==> src/hw/acx_defines.vh <==
// Constants for the absolute-call and byte-add execution block.
`ifndef ACX_DEFINES_VH
`define ACX_DEFINES_VH

// ****************************************************************
// Opcode patterns.
// ****************************************************************
`define ACX_CALL_LOW5    5'h11
`define ACX_ADD_REG_HI5  5'h05
`define ACX_ADD_DIRECT   8'h25
`define ACX_ADD_INDIR_HI7 7'h13
`define ACX_ADD_IMMED    8'h24

// ****************************************************************
// Status word layout and reset values.
// ****************************************************************
`define ACX_PSW_CY       7
`define ACX_PSW_AC       6
`define ACX_PSW_RS_HI    4
`define ACX_PSW_RS_LO    3
`define ACX_PSW_OV       2
`define ACX_PSW_RESET    8'h00
`define ACX_SP_RESET     8'h07
`define ACX_ACC_RESET    8'h00
`define ACX_PC_RESET     16'h0000
`define ACX_PC_STEP      16'h0001
`define ACX_SP_STEP      8'h01

// ****************************************************************
// Sequencer states.
// ****************************************************************
`define ACX_ST_OP        3'h0
`define ACX_ST_B2        3'h1
`define ACX_ST_PTR       3'h2
`define ACX_ST_OPND      3'h3
`define ACX_ST_PUSHL     3'h4
`define ACX_ST_PUSHH     3'h5

`endif

==> src/hw/acx_adder.v <==
// Eight-bit adder with carry, auxiliary carry and overflow flags.
`timescale 1ns/1ps
module acx_adder (
	input  wire [7:0] i_a,
	input  wire [7:0] i_b,
	output wire [7:0] o_sum,
	output wire       o_cy,
	output wire       o_ac,
	output wire       o_ov
);
	wire [4:0] low;
	wire [3:0] mid;
	wire [1:0] top;

	// ****************************************************************
	// Split sum exposes carries out of bits 3, 6 and 7.
	// ****************************************************************
	assign low   = {1'b0, i_a[3:0]} + {1'b0, i_b[3:0]};
	assign mid   = {1'b0, i_a[6:4]} + {1'b0, i_b[6:4]} + {3'b000, low[4]};
	assign top   = {1'b0, i_a[7]} + {1'b0, i_b[7]} + {1'b0, mid[3]};
	assign o_sum = {top[0], mid[2:0], low[3:0]};
	assign o_cy  = top[1];
	assign o_ac  = low[4];
	assign o_ov  = top[1] ^ mid[3];
endmodule // acx_adder

==> src/hw/acx_core.v <==
// Sequencer executing the absolute call and the byte add into the accumulator.
`timescale 1ns/1ps
`include "acx_defines.vh"
module acx_core (
	input  wire        i_mclk,
	input  wire        i_srst,
	input  wire [7:0]  i_code_data,
	input  wire [7:0]  i_ram_rdata,
	output reg  [15:0] o_code_addr,
	output reg         o_code_rd,
	output reg  [7:0]  o_ram_addr,
	output reg         o_ram_rd,
	output reg         o_ram_wr,
	output reg  [7:0]  o_ram_wdata,
	output reg  [15:0] o_program_counter,
	output reg  [7:0]  o_stack_pointer,
	output reg  [7:0]  o_acc,
	output reg  [7:0]  o_psw,
	output reg         o_instr_done
);
	reg  [2:0] state;
	reg  [7:0] opcode;
	reg  [7:0] byte2;
	reg  [7:0] add_b;
	wire [7:0] sum;
	wire       cy;
	wire       ac;
	wire       ov;
	wire [15:0] pc_inc;
	wire [7:0]  sp_inc;
	wire [1:0]  bank;
	wire        is_call;
	wire        is_add_reg;
	wire        is_add_ind;

	assign pc_inc     = o_program_counter + `ACX_PC_STEP;
	assign sp_inc     = o_stack_pointer + `ACX_SP_STEP;
	assign bank       = o_psw[`ACX_PSW_RS_HI:`ACX_PSW_RS_LO];
	assign is_call    = (i_code_data[4:0] == `ACX_CALL_LOW5);
	assign is_add_reg = (i_code_data[7:3] == `ACX_ADD_REG_HI5);
	assign is_add_ind = (i_code_data[7:1] == `ACX_ADD_INDIR_HI7);

	// ****************************************************************
	// Operand selection for the adder.
	// ****************************************************************
	always @* begin
		if (state == `ACX_ST_B2) begin
			add_b = i_code_data;
		end else begin
			add_b = i_ram_rdata;
		end
	end

	acx_adder u_adder (
		.i_a   (o_acc),
		.i_b   (add_b),
		.o_sum (sum),
		.o_cy  (cy),
		.o_ac  (ac),
		.o_ov  (ov)
	);

	// ****************************************************************
	// Fetch, operand access and stack push sequencer.
	// ****************************************************************
	always @(posedge i_mclk) begin
		if (i_srst) begin
			state             <= `ACX_ST_OP;
			opcode            <= 8'h00;
			byte2             <= 8'h00;
			o_code_addr       <= `ACX_PC_RESET;
			o_code_rd         <= 1'b1;
			o_ram_addr        <= 8'h00;
			o_ram_rd          <= 1'b0;
			o_ram_wr          <= 1'b0;
			o_ram_wdata       <= 8'h00;
			o_program_counter <= `ACX_PC_RESET;
			o_stack_pointer   <= `ACX_SP_RESET;
			o_acc             <= `ACX_ACC_RESET;
			o_psw             <= `ACX_PSW_RESET;
			o_instr_done      <= 1'b0;
		end else begin
			o_instr_done <= 1'b0;
			case (state)
				`ACX_ST_OP: begin
					opcode            <= i_code_data;
					o_program_counter <= pc_inc;
					o_code_addr       <= pc_inc;
					if (is_call || i_code_data == `ACX_ADD_DIRECT ||
						i_code_data == `ACX_ADD_IMMED) begin
						state <= `ACX_ST_B2;
					end else if (is_add_reg) begin
						o_ram_addr <= {3'b000, bank, i_code_data[2:0]};
						o_ram_rd   <= 1'b1;
						o_code_rd  <= 1'b0;
						state      <= `ACX_ST_OPND;
					end else if (is_add_ind) begin
						o_ram_addr <= {3'b000, bank, 2'b00, i_code_data[0]};
						o_ram_rd   <= 1'b1;
						o_code_rd  <= 1'b0;
						state      <= `ACX_ST_PTR;
					end else begin
						o_instr_done <= 1'b1;
					end
				end
				`ACX_ST_B2: begin
					byte2             <= i_code_data;
					o_program_counter <= pc_inc;
					o_code_addr       <= pc_inc;
					if (opcode[4:0] == `ACX_CALL_LOW5) begin
						o_stack_pointer <= sp_inc;
						o_ram_addr      <= sp_inc;
						o_ram_wdata     <= pc_inc[7:0];
						o_ram_wr        <= 1'b1;
						o_code_rd       <= 1'b0;
						state           <= `ACX_ST_PUSHL;
					end else if (opcode == `ACX_ADD_DIRECT) begin
						o_ram_addr <= i_code_data;
						o_ram_rd   <= 1'b1;
						o_code_rd  <= 1'b0;
						state      <= `ACX_ST_OPND;
					end else begin
						o_acc        <= sum;
						o_psw[`ACX_PSW_CY] <= cy;
						o_psw[`ACX_PSW_AC] <= ac;
						o_psw[`ACX_PSW_OV] <= ov;
						o_instr_done <= 1'b1;
						state        <= `ACX_ST_OP;
					end
				end
				`ACX_ST_PTR: begin
					o_ram_addr <= i_ram_rdata;
					state      <= `ACX_ST_OPND;
				end
				`ACX_ST_OPND: begin
					o_acc        <= sum;
					o_psw[`ACX_PSW_CY] <= cy;
					o_psw[`ACX_PSW_AC] <= ac;
					o_psw[`ACX_PSW_OV] <= ov;
					o_ram_rd     <= 1'b0;
					o_code_rd    <= 1'b1;
					o_instr_done <= 1'b1;
					state        <= `ACX_ST_OP;
				end
				`ACX_ST_PUSHL: begin
					o_stack_pointer <= sp_inc;
					o_ram_addr      <= sp_inc;
					o_ram_wdata     <= o_program_counter[15:8];
					state           <= `ACX_ST_PUSHH;
				end
				`ACX_ST_PUSHH: begin
					// Status word is left untouched on this path.
					o_ram_wr          <= 1'b0;
					o_program_counter <= {o_program_counter[15:11], opcode[7:5], byte2};
					o_code_addr       <= {o_program_counter[15:11], opcode[7:5], byte2};
					o_code_rd         <= 1'b1;
					o_instr_done      <= 1'b1;
					state             <= `ACX_ST_OP;
				end
				default: begin
					state <= `ACX_ST_OP;
				end
			endcase
		end
	end
endmodule // acx_core

==> config.mk <==
export PLATFORM = sky130hd
export DESIGN_NAME = acx_core
export DESIGN_NICKNAME = d
export VERILOG_FILES = /design/src/hw/acx_adder.v /design/src/hw/acx_core.v
export VERILOG_INCLUDE_DIRS = /design/src /design/src/hw
export SDC_FILE = /design/constraint.sdc
export NUM_CORES = 1
export LEC_CHECK = 0
export ABC_AREA = 1
export BUFFER_PORTS_ARGS = -buffer_cell sky130_fd_sc_hd__buf_2
export CELL_PAD_IN_SITES_DETAIL_PLACEMENT = 0
export CELL_PAD_IN_SITES_GLOBAL_PLACEMENT = 1
export CORE_UTILIZATION = 41
export DETAILED_ROUTE_END_ITERATION = 10
export MAX_ROUTING_LAYER = met4
export PLACE_DENSITY_LB_ADDON = 0.1
export SYNTH_ARGS = -nofsm -noshare
export SYNTH_HDL_FRONTEND = slang
export SYNTH_SLANG_ARGS = --single-unit
==> constraint.sdc <==
create_clock -name i_mclk -period 8.1 [get_ports i_mclk]
set_input_delay 1.215 -clock i_mclk [delete_from_list [all_inputs] [get_ports i_mclk]]
set_output_delay 1.215 -clock i_mclk [all_outputs]
set_load 0.005 [all_outputs]
# Word-level counts from Yosys, hierarchy flattened
# Cells that the tools add are included.
dict set report totals {
  input_bits 18
  ff_bits 90
}
dict set report classes {
  reduce_logical 19
  n_eq_ne 20
  bitwise_logic 2
  n_addsub 7
  mux 48
}
# operator count
set op_table {}
lappend op_table {{8-bit 2-to-1 mux} 10}
lappend op_table {{16-bit one-hot mux with 2 select lines} 2}
lappend op_table {{8-bit one-hot mux with 2 select lines} 3}
lappend op_table {{8-bit one-hot mux with 4 select lines} 1}
lappend op_table {{8-bit by 6-bit equality test with 1-bit output (second input constant)} 3}
lappend op_table {{1-bit 2-to-1 mux} 18}
lappend op_table {{16-bit by 1-bit adder with 16-bit output (second input constant)} 1}
lappend op_table {{3-bit 2-to-1 mux} 4}
lappend op_table {{3-bit one-hot mux with 4 select lines} 1}
lappend op_table {{5-bit equality test (second input constant)} 2}
lappend op_table {{1-bit one-hot mux with 3 select lines} 3}
lappend op_table {{8-bit by 1-bit adder with 8-bit output (second input constant)} 1}
lappend op_table {{4-bit AND reduction} 2}
lappend op_table {{2-bit nonzero test} 4}
lappend op_table {{7-bit by 5-bit equality test with 1-bit output (second input constant)} 1}
lappend op_table {{3-bit by 2-bit equality test with 1-bit output (second input constant)} 2}
lappend op_table {{3-bit equality test (second input constant)} 2}
lappend op_table {{2-bit 2-to-1 mux} 3}
lappend op_table {{2-bit inequality test (second input constant)} 3}
lappend op_table {{2-bit AND reduction} 3}
lappend op_table {{3-bit nonzero test} 2}
lappend op_table {{4-bit by 4-bit adder with 5-bit output} 1}
lappend op_table {{5-bit by 3-bit equality test with 1-bit output (second input constant)} 1}
lappend op_table {{5-bit AND reduction} 1}
lappend op_table {{18 further kinds} 22}

# Depth between registers and ports, before layout
dict set report logic_depth {
  ltp_word 9
  ltp_mapped 16
  mapped_depth_nobuf 15
}

# Hierarchy
# A second synthesis with hierarchy kept.
dict set report unflattened {
  hier_cells 663
  area_unflattened_um2 4513.1
}
# module seq_area_each_um2 cells_each n_inst area_each_um2
set by_module_without_submodules {}
lappend by_module_without_submodules {acx_core 1581.5 623 1 4219.0}
lappend by_module_without_submodules {acx_adder 0.0 40 1 294.0}

# Worst setup path before layout
# OpenSTA, ideal clock, no wires.
dict set report synth_timing {
  path_kind {input -> register}
  start {input port i_code_data[0]}
  end {register o_acc[7]}
  n_path_buf 0
  path_slack_ps 4437
  stages 12
  arrival_time_ps 3547
  required_time_ps 7984
  setup_time_ps 116
  path_cell_list {nand2_1 > nand2_1 > ha_1 > inv_1 > fa_1 > o31ai_1 > inv_1 > fa_1 > o21ai_0 > fa_1 > nor2_1 > nor2_1}
}
dict set report synth_via {
  elab_chain_cells 7
}
# element line_no
set synth_rtl {}
lappend synth_rtl {{start, declared} acx_core.v:7} ;# input wire [7:0] i_code_data,
lappend synth_rtl {{8-bit 2-to-1 mux *} acx_core.v:47} ;# if (state == `ACX_ST_B2) begin
lappend synth_rtl {{4-bit by 4-bit adder with 5-bit output *} acx_adder.v:18} ;# assign low = {1'b0, i_a[3:0]} + {1'b0, i_b[3:0]};
lappend synth_rtl {{4-bit by 1-bit adder with 4-bit output *} acx_adder.v:19} ;# assign mid = {1'b0, i_a[6:4]} + {1'b0, i_b[6:4]} + {3'b000, low[4]};
lappend synth_rtl {{2-bit by 1-bit adder with 2-bit output *} acx_adder.v:20} ;# assign top = {1'b0, i_a[7]} + {1'b0, i_b[7]} + {1'b0, mid[3]};
lappend synth_rtl {{net sum[7]} acx_core.v:25} ;# wire [7:0] sum;
lappend synth_rtl {{8-bit 2-to-1 mux} acx_core.v:117} ;# end else if (opcode == `ACX_ADD_DIRECT) begin
lappend synth_rtl {{8-bit 2-to-1 mux} acx_core.v:110} ;# if (opcode[4:0] == `ACX_CALL_LOW5) begin
lappend synth_rtl {{8-bit one-hot mux with 2 select lines *} acx_core.v:84} ;# case (state)
lappend synth_rtl {{end signal, assigned} acx_core.v:79} ;# o_acc <= `ACX_ACC_RESET;
lappend synth_rtl {{end signal, assigned} acx_core.v:123} ;# o_acc <= sum;
lappend synth_rtl {{end signal, assigned} acx_core.v:136} ;# o_acc <= sum;
lappend synth_rtl {{end, declared} acx_core.v:17} ;# output reg [7:0] o_acc,
# Mark *: on every way through the listed nets, which the timed path passes. The rest lies on a longest branch. The select of a mux whose other input is x is not followed.
# A chain may end at the register's enable or synchronous reset.

# Final worst setup path
dict set report layout_timing {
  start {register state[2]}
  end {register o_acc[7]}
}
dict set report layout_via {
  elab_chain_cells 8
  word_cells_on_any_way 15
  cone_classes {5 x add/sub; 4 x eq/ne; 4 x mux; 2 x reduce/logical}
}
# element line_no
set layout_rtl {}
lappend layout_rtl {{start, declared} acx_core.v:21} ;# reg [2:0] state;
lappend layout_rtl {{start signal, assigned} acx_core.v:68} ;# state <= `ACX_ST_OP;
lappend layout_rtl {{start signal, assigned} acx_core.v:91} ;# state <= `ACX_ST_B2;
lappend layout_rtl {{start signal, assigned} acx_core.v:96} ;# state <= `ACX_ST_OPND;
lappend layout_rtl {{3-bit by 1-bit equality test with 1-bit output *} n/a}
lappend layout_rtl {{8-bit 2-to-1 mux *} acx_core.v:47}
lappend layout_rtl {{4-bit by 4-bit adder with 5-bit output or 3-bit by 3-bit adder with 4-bit output (tied branches)} {acx_adder.v:18, acx_adder.v:19}}
lappend layout_rtl {{4-bit by 1-bit adder with 4-bit output} acx_adder.v:19}
lappend layout_rtl {{2-bit by 1-bit adder with 2-bit output *} acx_adder.v:20}
lappend layout_rtl {{net sum[7]} acx_core.v:25}
lappend layout_rtl {{8-bit 2-to-1 mux} acx_core.v:117}
lappend layout_rtl {{8-bit 2-to-1 mux} acx_core.v:110}
lappend layout_rtl {{8-bit one-hot mux with 2 select lines *} acx_core.v:84}
# Marks and branches as above.

==> impl_metrics.yaml <==
outcome:
  run_status: "complete, no violations"
sta:
  rsz0062_at_grt: "no"
  max_slew_margin_pct: 32.7
  hold-worst-slack_ns: 0.458
  drv_slew: 0
  worstMarginPinSlew_ns: 1.01
  hold_violations: 0
  setup_viol: 0
  period_share_pct: 57.3
  fmax_mhz: 215
  post-route-min-period_ns: 4.64
  finalClockSkew_ns: 0.0172
  fin_setup_tns_ns: 0
clock_tree:
  clock_latency_ns: 0.36
  cts_tree: "yes"
  clkTransAtPathRegs_ns: 0.08
  htreeDepth: 3
  root_buffer: "clkbuf_8"
  cts.sinks: 79
  ctsResizeCount: 0
  cts_buffer_depth: 2
  numCtsBuffers: 9
  ctsHoldBuffers: 0
  postCtsSetupBuffers: 0
power_and_ir_drop:
  ir_drop_uv: 85.7
  pwr_density_cell_nw_per_um2: 197
  power_leakage_uw: 0.00232
route:
  drc: 0
  avgRoutedWirePerCell_um: 14.6
  final_antenna_net_count: 0
  drtIter0Drc: 151
  vias: 4257
  wirelength_um: 12300
  viasPerCell: 5.06
  drt_first_pass_iters: 4
logic_synthesis:
  syn_inst: 637
  syn_area_um2: 4260
  ys_warn_count: 0
  yosysSeqAreaShare_pct: 37.2
  yosysTopAreaCell: "dfxtp_1"
  synth_top_cells_by_area: "dfxtp_1, nand2_1, a21oi_1"
  yosysTopAreaCellShare_pct: 37.2
  ys_ff_latch: 79
  ys_types: 34
  syn_avg_cell_area_um2: 6.68
critical_path:
  crit_path_end_kind: "flip-flop"
  critPathRequiredTime_ns: 8.35
  crit_type: "reg2reg"
  critPathLaunchType: "flip-flop"
  cp.arrival_ns: 4.90
  crit_fanout: 24
global_route:
  grt.total_usage_pct: 24.4
  grt_max_degree: 47
  grt_overflow_total: 0
  grt_pass1_wl_um: 20400
  grt_pass1_vias: 4042
  antenna_found_initial: 0
layout:
  nFillCells: 1090
  layout.nets: 734
  drive_above_1_share_pct: 15.8
  postLayoutCoreUtil_pct: 49.2
  area_growth_pct: 14.6
  diodes: 0
placement:
  io_buffers: 88
  hpwl_um: 9030
  routabilityCongestion: 0.860
die:
  core_um2: 9910
  initial_core_util_pct: 43.0
  chipHeight_um: 104
  num_rows: 36
  dieArea_um2: 10800
  die_w_um: 104
  num_io_pins: 94
worst_hold_path:
  hold_class: "reg2reg"
job:
  max_cap_viol_count: 0
## worst max-delay path, cell delays in order, from the launching register on
cell     delay [ns]
dfxtp_1        0.38
nor2_2         0.71
nand2_2        0.51
inv_2          0.35
nand2_1        0.11
nand2_1        0.08
ha_1           0.16
inv_1          0.05
fa_1           0.40
o31ai_1        0.25
inv_1          0.10
fa_1           0.42
o21ai_0        0.39
fa_1           0.49
nor2_1         0.11
nor2_1         0.05
## placed cells by master, fill, tap and decap left out, types with 14 or more instances in the layout
master,n
inv_1,68
nand3_1,28
a31oi_1,14
nand2_1,191
o21ai_0,35
a21oi_1,55
buf_2,88
dfxtp_1,79
nor2_1,63
## state kept, by name (all words and copies together) (netlist names)
| register | cells |
|---|---|
| o_acc | 8 |
| o_psw | 3 |
| o_stack_pointer | 8 |
| opcode | 8 |
| o_ram_wdata | 8 |
| o_code_rd | 1 |
| byte2 | 8 |
| o_ram_rd | 1 |
| o_ram_addr | 8 |
| o_instr_done | 1 |
| o_ram_wr | 1 |
| o_code_addr | 16 |
| state | 3 |
| o_program_counter | 5 |
## cells by family (layout without fill, tap and decap cells)
| kind of cell | count (synthesis) | count (layout) | synth area share [%] |
|---|---|---|---|
| simple gates | 306 | 306 | 29.5 |
| compound gates | 115 | 115 | 14.6 |
| buf+inv | 110 | 177 | 11.6 |
| flops | 79 | 79 | 37.2 |
| xor+xnor | 14 | 14 | 2.88 |
| fa+ha+maj | 12 | 12 | 4.23 |
| other cells | 1 | 5 | 0.0881 |
## cell usage after synthesis (all sizes together)
cell,number
fa,4
nand3b,4
o31ai,1
inv,73
o221ai,1
o22ai,2
dfxtp,79
a21oi,55
o211ai,5
nand3,30
buf,27
nand4,8
a22oi,2
clkbuf,9
a31oi,14
clkinv,1
o21ai,35
nand2,193
conb,1
nor3,5
nor2,65
xnor2,4
xor2,10
nor3b,1
ha,8
## worst paths after layout
path / from / to / slack [ns] / cells past startpoint
setup / recovery: state[2] / o_acc[7] / 3.46 / 15
hold / removal: o_ram_rd / o_ram_rd / 0.46 / 2
setup reg to reg: state[2] / o_acc[7] / 3.46 / 15
hold reg to reg: o_ram_rd / o_ram_rd / 0.46 / 2
## final cells by class
class                           count  area (um^2)  area share, %
Clock buffer                       12          145           2.98
Clock inverter                      3         67.6           1.39
Inverter                           74          278           5.70
Multi-Input combinational cell    452         2200           45.1
Sequential cell                    79         1580           32.4
Tap cell                          133          166           3.41
Timing Repair Buffer               88          440           9.03
## through the flow
step / instances / power, uW / area, um^2 / setup WS, ns
detailed placement: 826 / 643 / 4660 / 3.47
global placement: 826 / 639 / 4660 / 3.54
floorplan: 641 / 583 / 4270 / 4.44
global route: 841 / 1020 / 4880 / 2.97
CTS: 841 / 968 / 4880 / 3.47
finish: 841 / 961 / 4880 / 3.46
## routing by layer
metal / vias to the layer above / global-route usage [%] / part of all wire (%)
met1: 1967 / 31.0 / 48
met2: 112 / 39.1 / 46
met5: - / - / 0
li1: 2160 / - / -
met4: 0 / 7.76 / 1.7
met3: 18 / 4.89 / 4.8
## where the power goes
part	leakage, uW	internal [uW]	switching [uW]	total (uW)
clock	0.000103	181	147	328
sequential	0.000643	418	23.7	442
combinational	0.00158	67.0	124	191
total	0.00232	666	295	961
No activity file was read; power rests on OpenSTA's default activity.
